--- src/logic/dac_pkg.sv ---
// Shared constants for the converter digital front end
package dac_pkg;
  // ********************
  // Widths and sizes
  // ********************
  localparam int DATA_W = 12;
  localparam int FIFO_DEPTH = 16;
  localparam int LVL_W = $clog2(FIFO_DEPTH) + 1;
  localparam int PADDR_W = 8;
  localparam int PIN_W = DATA_W + 4;
  // Synchroniser reset image: {data, mode, clock type, sleep/select, format}
  localparam logic [PIN_W-1:0] PIN_SYNC_RST = 16'h0008;
  localparam int PIN_MODE = 3;
  localparam int PIN_CLKT = 2;
  localparam int PIN_SLEEP = 1;
  localparam int PIN_FMT = 0;
  // ********************
  // APB register map
  // ********************
  localparam logic [PADDR_W-1:0] OFF_CTRL = 8'h00;
  localparam logic [PADDR_W-1:0] OFF_STATUS = 8'h04;
  localparam logic [PADDR_W-1:0] OFF_CODE = 8'h08;
  localparam int CTRL_CAPEN = 0;
  localparam int CTRL_FLUSH = 1;
  localparam logic CTRL_CAPEN_RST = 1'b1;
  localparam int ST_SERIAL = 0;
  localparam int ST_TWOS = 1;
  localparam int ST_DIFF = 2;
  localparam int ST_PD = 3;
  localparam int ST_FULL = 4;
  localparam int ST_EMPTY = 5;
  localparam int ST_LVL = 8;
  localparam int ST_OVF = 16;
  // ********************
  // Serial port
  // ********************
  localparam int SPI_BYTE = 8;
  localparam int SPI_AW = 7;
  localparam logic [SPI_AW-1:0] SPI_CFG = 7'h00;
  localparam logic [SPI_AW-1:0] SPI_SCRATCH = 7'h01;
  localparam int SPI_PD = 0;
  localparam int SPI_TWOS = 1;
  localparam int SPI_DIFF = 2;
  localparam logic [SPI_BYTE-1:0] SPI_CFG_RST = 8'h00;
  localparam logic [SPI_BYTE-1:0] SPI_SCRATCH_RST = 8'h00;
  typedef enum logic [1:0] {SP_IDLE, SP_ADDR, SP_DATA} spi_state_e;
endpackage : dac_pkg

--- src/logic/sync2.sv ---
// Two flip-flop synchroniser for slow levels
`timescale 1ns/1ps
module sync2 #(
  parameter int W = 1,
  parameter logic [W-1:0] INIT = '0
) (
  // Clock and reset
  input wire logic clk,
  input wire logic rstn,
  // Levels
  input wire logic [W-1:0] d,
  output logic [W-1:0] q
);
  logic [W-1:0] meta_r;

  always_ff @(posedge clk or negedge rstn) begin
    if (!rstn) begin
      meta_r <= INIT;
      q <= INIT;
    end else begin
      meta_r <= d;
      q <= meta_r;
    end
  end
endmodule : sync2

--- src/logic/sample_fifo.sv ---
// Word FIFO with valid/ready on both sides
`timescale 1ns/1ps
module sample_fifo #(
  parameter int W = 12,
  parameter int DEPTH = 16
) (
  // Clock and reset
  input wire logic clk,
  input wire logic rstn,
  input wire logic flush,
  // Fill side
  input wire logic inValid,
  input wire logic [W-1:0] inData,
  output logic inReady,
  // Drain side
  output logic outValid,
  output logic [W-1:0] outData,
  input wire logic outReady,
  // Fill level
  output logic [$clog2(DEPTH):0] level
);
  // Depth must be a power of two: pointers wrap by overflow
  localparam int AW = $clog2(DEPTH);
  logic [W-1:0] mem [DEPTH];
  logic [AW-1:0] wrPtr_r;
  logic [AW-1:0] rdPtr_r;
  logic [AW:0] count_r;
  logic push;
  logic pop;

  assign inReady = count_r != (AW+1)'(DEPTH);
  assign outValid = count_r != '0;
  assign outData = mem[rdPtr_r];
  assign level = count_r;
  assign push = inValid && inReady;
  assign pop = outValid && outReady;

  always_ff @(posedge clk) begin
    if (push) begin
      mem[wrPtr_r] <= inData;
    end
  end

  always_ff @(posedge clk or negedge rstn) begin
    if (!rstn) begin
      wrPtr_r <= '0;
      rdPtr_r <= '0;
      count_r <= '0;
    end else if (flush) begin
      wrPtr_r <= '0;
      rdPtr_r <= '0;
      count_r <= '0;
    end else begin
      if (push) begin
        wrPtr_r <= wrPtr_r + 1'b1;
      end
      if (pop) begin
        rdPtr_r <= rdPtr_r + 1'b1;
      end
      if (push && !pop) begin
        count_r <= count_r + 1'b1;
      end else if (pop && !push) begin
        count_r <= count_r - 1'b1;
      end
    end
  end
endmodule : sample_fifo

--- src/logic/dac_config_pin_interface.sv ---
// Converter front end: data capture, strap/serial configuration, APB status
// How it works
// [RQ1] Mode pin high selects strap configuration, low selects the serial port.
// [RQ2] Mode pin high returns every serial-port register to its default.
// [RQ3] Strap mode: format strap low is straight binary, high twos complement.
// [RQ4] Strap mode: clock-type strap low single-ended clock, high differential.
// [RQ5] Serial mode: format pin is the two-way serial data line.
// [RQ6] Serial mode: clock-type pin is the serial clock from the host.
// [RQ7] Strap mode: sleep/select pin high powers the converter down.
// [RQ8] Serial mode: sleep/select pin is an active-low select for each transfer.
// [RQ9] Host presents twelve data bits, most significant on line eleven.
// [RQ10] All ones: full scale on primary output; all zeros: on complementary.
// [RQ11] Word captured every clock; twos complement inverts the top bit.
`timescale 1ns/1ps
module dac_config_pin_interface (
  // Clock and reset
  input wire logic mclk,
  input wire logic rstn,
  // APB slave
  input wire logic psel,
  input wire logic penable,
  input wire logic pwrite,
  input wire logic [dac_pkg::PADDR_W-1:0] paddr,
  input wire logic [31:0] pwdata,
  output logic [31:0] prdata,
  output logic pready,
  output logic pslverr,
  // Device pins
  input wire logic [dac_pkg::DATA_W-1:0] dataPin,
  input wire logic modePin,
  input wire logic clockTypeStrap,
  input wire logic sleepOrSelectPin,
  input wire logic formatIn,
  output logic formatOut,
  output logic formatOe,
  // Converter core
  output logic [dac_pkg::DATA_W-1:0] dacCode,
  output logic primaryFullScale,
  output logic complementaryFullScale,
  output logic clkDiffSel,
  output logic powerDown,
  output logic serialMode
);
  localparam int DW = dac_pkg::DATA_W;
  localparam int BW = dac_pkg::SPI_BYTE;

  // ********************
  // Reset and pin synchronisers
  // ********************
  logic rstSn;
  logic [dac_pkg::PIN_W-1:0] pinS;
  logic [DW-1:0] dataS;
  logic modeS;
  logic sclkS;
  logic csS;
  logic sdioS;

  sync2 #(.W(1), .INIT(1'b0)) uRstSync (
    .clk(mclk),
    .rstn(rstn),
    .d(1'b1),
    .q(rstSn)
  );

  sync2 #(.W(dac_pkg::PIN_W), .INIT(dac_pkg::PIN_SYNC_RST)) uPinSync (
    .clk(mclk),
    .rstn(rstSn),
    .d({dataPin, modePin, clockTypeStrap, sleepOrSelectPin, formatIn}),
    .q(pinS)
  );

  assign dataS = pinS[dac_pkg::PIN_W-1 -: DW];
  assign modeS = pinS[dac_pkg::PIN_MODE];
  assign sclkS = pinS[dac_pkg::PIN_CLKT];
  assign csS = pinS[dac_pkg::PIN_SLEEP];
  assign sdioS = pinS[dac_pkg::PIN_FMT];

  // ********************
  // Serial port
  // ********************
  dac_pkg::spi_state_e spState_r;
  logic sclkD_r;
  logic sclkRise;
  logic sclkFall;
  logic spiActive;
  logic endBit;
  logic [2:0] bitCnt_r;
  logic [BW-1:0] shiftIn_r;
  logic [BW-1:0] readShift_r;
  logic rw_r;
  logic [dac_pkg::SPI_AW-1:0] addr_r;
  logic [dac_pkg::SPI_AW-1:0] addrIn;
  logic [BW-1:0] byteIn;
  logic [BW-1:0] spiCfg_r;
  logic [BW-1:0] spiScratch_r;
  logic [BW-1:0] rdByte;

  function automatic logic [BW-1:0] spiRead(input logic [dac_pkg::SPI_AW-1:0] a,
                                            input logic [BW-1:0] cfg,
                                            input logic [BW-1:0] scr);
    logic [BW-1:0] v;
    v = '0;
    if (a == dac_pkg::SPI_CFG) begin
      v = cfg;
    end else if (a == dac_pkg::SPI_SCRATCH) begin
      v = scr;
    end
    return v;
  endfunction : spiRead

  // Serial clock is oversampled; host must keep it well below mclk/4
  assign sclkRise = sclkS && !sclkD_r;
  assign sclkFall = !sclkS && sclkD_r;
  assign spiActive = !modeS && !csS; // RQ8
  assign endBit = sclkRise && bitCnt_r == 3'h7;
  assign addrIn = {shiftIn_r[dac_pkg::SPI_AW-2:0], sdioS};
  assign byteIn = {shiftIn_r[BW-2:0], sdioS};
  assign rdByte = spiRead(addrIn, spiCfg_r, spiScratch_r);

  always_ff @(posedge mclk or negedge rstSn) begin
    if (!rstSn) begin
      sclkD_r <= 1'b0;
    end else begin
      sclkD_r <= sclkS; // RQ6
    end
  end

  always_ff @(posedge mclk or negedge rstSn) begin
    if (!rstSn) begin
      spState_r <= dac_pkg::SP_IDLE;
    end else if (!spiActive) begin
      spState_r <= dac_pkg::SP_IDLE; // RQ8
    end else begin
      unique case (spState_r)
        dac_pkg::SP_IDLE: begin
          spState_r <= dac_pkg::SP_ADDR;
        end
        dac_pkg::SP_ADDR: begin
          if (endBit) begin
            spState_r <= dac_pkg::SP_DATA;
          end
        end
        dac_pkg::SP_DATA: begin
          if (endBit) begin
            spState_r <= dac_pkg::SP_ADDR;
          end
        end
      endcase
    end
  end

  always_ff @(posedge mclk or negedge rstSn) begin
    if (!rstSn) begin
      bitCnt_r <= '0;
      shiftIn_r <= '0;
    end else if (!spiActive || spState_r == dac_pkg::SP_IDLE) begin
      bitCnt_r <= '0;
    end else if (sclkRise) begin
      bitCnt_r <= bitCnt_r + 1'b1; // RQ6
      shiftIn_r <= byteIn;
    end
  end

  // First bit of each instruction is read/write, then seven address bits
  always_ff @(posedge mclk or negedge rstSn) begin
    if (!rstSn) begin
      rw_r <= 1'b0;
      addr_r <= '0;
    end else if (spState_r == dac_pkg::SP_ADDR && endBit) begin
      rw_r <= shiftIn_r[dac_pkg::SPI_AW-1];
      addr_r <= addrIn;
    end
  end

  // Held at defaults for as long as the mode pin stays high
  always_ff @(posedge mclk or negedge rstSn) begin
    if (!rstSn) begin
      spiCfg_r <= dac_pkg::SPI_CFG_RST;
      spiScratch_r <= dac_pkg::SPI_SCRATCH_RST;
    end else if (modeS) begin
      spiCfg_r <= dac_pkg::SPI_CFG_RST; // RQ2
      spiScratch_r <= dac_pkg::SPI_SCRATCH_RST; // RQ2
    end else if (spiActive && spState_r == dac_pkg::SP_DATA && endBit && !rw_r) begin
      if (addr_r == dac_pkg::SPI_CFG) begin
        spiCfg_r <= byteIn;
      end
      if (addr_r == dac_pkg::SPI_SCRATCH) begin
        spiScratch_r <= byteIn;
      end
    end
  end

  // Read data changes on the falling serial clock so the host samples on rising;
  // the first data fall presents the top bit again so it stands a full period
  always_ff @(posedge mclk or negedge rstSn) begin
    if (!rstSn) begin
      readShift_r <= '0;
      formatOut <= 1'b0;
    end else if (spState_r == dac_pkg::SP_ADDR && endBit) begin
      readShift_r <= rdByte;
      formatOut <= rdByte[BW-1]; // RQ5
    end else if (spState_r == dac_pkg::SP_DATA && sclkFall) begin
      readShift_r <= {readShift_r[BW-2:0], 1'b0};
      formatOut <= readShift_r[BW-1]; // RQ5
    end
  end

  always_ff @(posedge mclk or negedge rstSn) begin
    if (!rstSn) begin
      formatOe <= 1'b0;
    end else begin
      formatOe <= spiActive && // RQ5
                  ((spState_r == dac_pkg::SP_ADDR && endBit && shiftIn_r[dac_pkg::SPI_AW-1]) ||
                   (spState_r == dac_pkg::SP_DATA && rw_r && !endBit));
    end
  end

  // ********************
  // Configuration select
  // ********************
  logic twos_r;

  always_ff @(posedge mclk or negedge rstSn) begin
    if (!rstSn) begin
      serialMode <= 1'b0;
      twos_r <= 1'b0;
      clkDiffSel <= 1'b0;
      powerDown <= 1'b0;
    end else begin
      serialMode <= !modeS; // RQ1
      twos_r <= modeS ? sdioS : spiCfg_r[dac_pkg::SPI_TWOS]; // RQ3
      clkDiffSel <= modeS ? sclkS : spiCfg_r[dac_pkg::SPI_DIFF]; // RQ4
      powerDown <= modeS ? csS : spiCfg_r[dac_pkg::SPI_PD]; // RQ7
    end
  end

  // ********************
  // Data path
  // ********************
  logic capEn_r;
  logic flush_r;
  logic ovf_r;
  logic capValid;
  logic capReady;
  logic [DW-1:0] capWord;
  logic fifoValid;
  logic fifoReady;
  logic [DW-1:0] fifoData;
  logic [dac_pkg::LVL_W-1:0] fifoLevel;

  assign capValid = capEn_r && !flush_r;
  assign capWord = dataS ^ {twos_r, {(DW-1){1'b0}}}; // RQ11
  // A sleeping converter consumes nothing, so the FIFO fills behind it
  assign fifoReady = !powerDown;

  sample_fifo #(.W(DW), .DEPTH(dac_pkg::FIFO_DEPTH)) uFifo (
    .clk(mclk),
    .rstn(rstSn),
    .flush(flush_r),
    .inValid(capValid),
    .inData(capWord),
    .inReady(capReady),
    .outValid(fifoValid),
    .outData(fifoData),
    .outReady(fifoReady),
    .level(fifoLevel)
  );

  always_ff @(posedge mclk or negedge rstSn) begin
    if (!rstSn) begin
      dacCode <= '0;
      primaryFullScale <= 1'b0;
      complementaryFullScale <= 1'b1;
    end else if (fifoValid && fifoReady) begin
      dacCode <= fifoData;
      primaryFullScale <= &fifoData; // RQ10
      complementaryFullScale <= ~|fifoData; // RQ10
    end
  end

  // ********************
  // APB slave
  // ********************
  logic setup;
  logic wrAcc;
  logic [31:0] status;

  assign setup = psel && !penable;
  assign wrAcc = psel && penable && pwrite;
  assign status = {15'h0000, ovf_r, 3'h0, fifoLevel, 2'h0, !fifoValid, !capReady,
                   powerDown, clkDiffSel, twos_r, serialMode};

  always_ff @(posedge mclk or negedge rstSn) begin
    if (!rstSn) begin
      capEn_r <= dac_pkg::CTRL_CAPEN_RST;
      flush_r <= 1'b0;
    end else begin
      flush_r <= wrAcc && paddr == dac_pkg::OFF_CTRL && pwdata[dac_pkg::CTRL_FLUSH];
      if (wrAcc && paddr == dac_pkg::OFF_CTRL) begin
        capEn_r <= pwdata[dac_pkg::CTRL_CAPEN];
      end
    end
  end

  // Dropped word sets the flag even in the cycle software clears it
  always_ff @(posedge mclk or negedge rstSn) begin
    if (!rstSn) begin
      ovf_r <= 1'b0;
    end else if (capValid && !capReady) begin
      ovf_r <= 1'b1;
    end else if (wrAcc && paddr == dac_pkg::OFF_STATUS && pwdata[dac_pkg::ST_OVF]) begin
      ovf_r <= 1'b0;
    end
  end

  // Decoded in setup, so the answer stands in the first access cycle
  always_ff @(posedge mclk or negedge rstSn) begin
    if (!rstSn) begin
      prdata <= '0;
      pready <= 1'b0;
      pslverr <= 1'b0;
    end else begin
      pready <= setup;
      pslverr <= 1'b0;
      prdata <= '0;
      if (setup) begin
        unique case (paddr)
          dac_pkg::OFF_CTRL: prdata <= {30'h0, 1'b0, capEn_r};
          dac_pkg::OFF_STATUS: prdata <= status;
          dac_pkg::OFF_CODE: prdata <= {20'h0, dacCode};
          default: pslverr <= 1'b1;
        endcase
      end
    end
  end
endmodule : dac_config_pin_interface

--- config.mk ---
export PLATFORM = sky130hd
export DESIGN_NAME = dac_config_pin_interface
export DESIGN_NICKNAME = d
export VERILOG_FILES = /design/src/logic/dac_pkg.sv /design/src/logic/sync2.sv /design/src/logic/sample_fifo.sv /design/src/logic/dac_config_pin_interface.sv
export SDC_FILE = /design/constraint.sdc
export NUM_CORES = 1
export LEC_CHECK = 0
export BUFFER_PORTS_ARGS = -buffer_cell sky130_fd_sc_hd__buf_2
export CAP_MARGIN = 20
export CORE_MARGIN = 2
export CORE_UTILIZATION = 35
export DETAILED_ROUTE_END_ITERATION = 8
export SLEW_MARGIN = 10
export SYNTH_ARGS = -nofsm -noshare
export SYNTH_HDL_FRONTEND = slang
export SYNTH_SLANG_ARGS = --single-unit
export TNS_END_PERCENT = 5
--- constraint.sdc ---
create_clock -name mclk -period 4.89 [get_ports mclk]
set_clock_uncertainty 0.2 [all_clocks]
set_input_delay 0.2445 -clock mclk [delete_from_list [all_inputs] [get_ports mclk]]
set_output_delay 0.2445 -clock mclk [all_outputs]
set_load 0.01 [all_outputs]
==> qor.yml <==
run_status: "complete, but fails checks"
violations: "design-rule violations"
tns_ns: 0
routedWlPerCell_um: 19.4
fp.dieH_um: 194
fin_util_pct: 41.6
endpoint_kind: "register"
synth_area_leaders: "edfxtp_1 (45%), dfrtp_1 (25%), mux4_2 (7.5%)"
worstPathArrival_ns: 4.03
syn2layout_area_growth_pct: 16.9
antenna_cells: 0
regArea_um2: 9050
synth.distinct_cells: 57
clock_path_buffers: 3
tightest_slew_ns: 0.971
period_share_pct: 77.7
synth_top_area_share_pct: 45.5
crit_slowest_cell: "or4_1"
period_minus_slack_ns: 3.80
final_nets: 953
hp-class: "input pin to register"
fmax_mhz: 263
met3_usage_pct: 2.55
slew_viol_final: 0
slowest_delay_ns: 0.58
crit_chain: "or4_1 -> nor2_1 -> or2_2 -> nand2_1 -> fa_1 -> a21o_1 -> a21o_1 -> or4_1 -> a21oi_1 -> a311oi_1 -> nor2_1"
finalWirelength_mm: 26.6
drt_iter0_drc: 444
hold_viol: 0
postCtsSetupBuffers: 0
grt_overflow_total: 0
grt_usage_pct: 14.6
crit_fanout: 24
grt_util_met1_pct: 19.8
vias: 6762
start_util_pct: 35.6
htree_levels: 2
synth_cells: 769
grt_pass1_wl_mm: 42.1
antenna_left: 0
vdd_drop_max_mv: 0.243
synth_area_um2: 12700
dp_hpwl_mm: 16.0
setup_viol: 0
numPortBuffers: 66
slew_headroom_pct: 35.3
numCtsBuffers: 35
core_um2: 35700
die_area_um2: 37800
synth.most_common_cell: "edfxtp_1"
path_class: "register to register"
drtPass1Iterations: 7
avgSynthCellArea_um2: 16.5
rsz0062_at_grt: "false"
die_w_um: 194
num_rows: 69
io_pins: 114
finalPower_mw: 7.24
synth_common_cells: "edfxtp_1 (192), dfrtp_1 (127), nand2_1 (75)"
drv_cap: 0
drive_above_1_share_pct: 21.4
route.detailed.drc: 4
antenna_found_initial: 0
use_met2_pct: 24.0
seq_area_frac_synth_pct: 71.4
via_per_inst: 4.95
cts_root_buffer: "clkbuf_16"
cts.clk_slew.worst_paths_ns: 0.06
top_usage_layer: "met2"
clock_latency_ns: 0.51
fill_cells: 3186
yosysTopAreaCell: "edfxtp_1"
required_ns: 5.12
worst_setup_path_start_kind: "register"
grt_pass1_vias: 7121
power.leakage_nw: 5.78
synth_warnings: 0
grt_max_degree: 130
p_per_area_nw_per_um2: 488
synth_seq_cells: 323
async_reset_ff_share_pct: 40.6
multi_input_area_um2: 3340
cts_tree: "done"
place.gp.congestion: 0.758
dominantRegCellSynth: "edfxtp_1"
clkSinkCount: 323
synth_edf_count: 192
-- per-stage QoR --
step | area [um2] | worst slack, ns | std cells | hold WS (ns)
final | 14800 | 1.09 | 1367 | 0.0280
after CTS | 14800 | 1.14 | 1367 | 0.0149
after floorplan | 12700 | 0.777 | 786 | -0.251
after global routing | 14800 | 0.817 | 1367 | 0.0377
after detailed placement | 13400 | 1.18 | 1273 | -0.167
after global placement | 13400 | 1.17 | 1273 | -0.169
-- state kept, by name, indices dropped and copies added, names as in the netlist, 2 cells and up --
register	cells
uFifo.rdPtr_r	4
shiftIn_r	7
uFifo.level	5
uFifo.wrPtr_r	4
bitCnt_r	3
uPinSync.q	16
spState_r	2
uPinSync.meta_r	16
dacCode	12
addr_r	7
spiCfg_r	8
prdata	14
readShift_r	8
uFifo.mem	192
spiScratch_r	8
-- path summary, 6_finish.rpt --
kind / to / startpoint / cells after the start / slack [ns]
hold reg to reg: uPinSync.q[4] / uPinSync.meta_r[4] / 0 / 0.15
max in group asynchronous: uFifo.rdPtr_r[1] / uRstSync.q / 1 / 3.66
setup / recovery: uFifo.level[4] / uFifo.level[0] / 11 / 1.09
hold / removal: prdata[16] / psel / 3 / 0.03
setup reg to reg: uFifo.level[4] / uFifo.level[0] / 11 / 1.09
min in group asynchronous: uPinSync.meta_r[11] / uRstSync.q / 1 / 0.21
-- logic make-up after synthesis --
group / count (synthesis) / share of synthesized area, %
flip-flops: 323 / 71.4
buffers and inverters: 55 / 2.81
multiplexers: 90 / 12.1
AND/OR/NAND/NOR: 203 / 7.61
other: 2 / 0.0592
AO/OA/AOI/OAI: 74 / 4.04
adder cells (fa/ha/maj): 12 / 1.24
XOR/XNOR: 10 / 0.750
-- worst max-delay path: cells and delay by family (launching register included) --
family / cells / cell delay [ns]
AOI/OAI and AO/OA: 4 / 0.62
adders and majority gates: 1 / 0.47
and+or+nand+nor: 6 / 1.96
DFF: 1 / 0.47
-- area by class of cell --
class / instances / share of cell area [%]
timing repair buffer: 105 / 4.89
tap: 461 / 3.89
inverter: 7 / 0.177
multi-input combinational: 408 / 22.5
sequential: 323 / 61.1
clock buffer: 47 / 6.62
clock inverter: 16 / 0.835
-- per-layer routing --
layer | routed length, um | vias up
met5 | 0 | -
met4 | 566 | 0
met3 | 1200 | 44
met2 | 12800 | 162
met1 | 12000 | 3460
li1 | - | 3096
-- report_power, final --
group,total (mW),switching [mW],internal (mW)
Sequential,3.27,0.249,3.02
Clock,2.52,1.05,1.47
Combinational,1.45,0.769,0.685
Total,7.24,2.07,5.18
-- what timing repair did --
action	4_1_cts	5_1_grt
hold buffers	31	0
gates resized for setup	0	0
endpoints found under the hold margin	28	0
-- cell usage in the layout (no fill, tap or decap), types with 7 or more instances in the layout --
master and instances:
a21oi_1 12, a22o_1 12, a22oi_1 24, and2_1 16, and3_1 11, buf_2 66
clkbuf_1 7, clkbuf_16 36, clkinv_2 9, conb_1 19, dfrtp_1 124, dlygate4sd3_1 31
edfxtp_1 192, ha_1 11, inv_1 7, mux2_2 12, mux2i_1 30, mux4_2 42
nand2_1 75, nand3_1 11, nor2_1 54, o21ai_0 13
No activity file was read; power rests on OpenSTA's default activity.
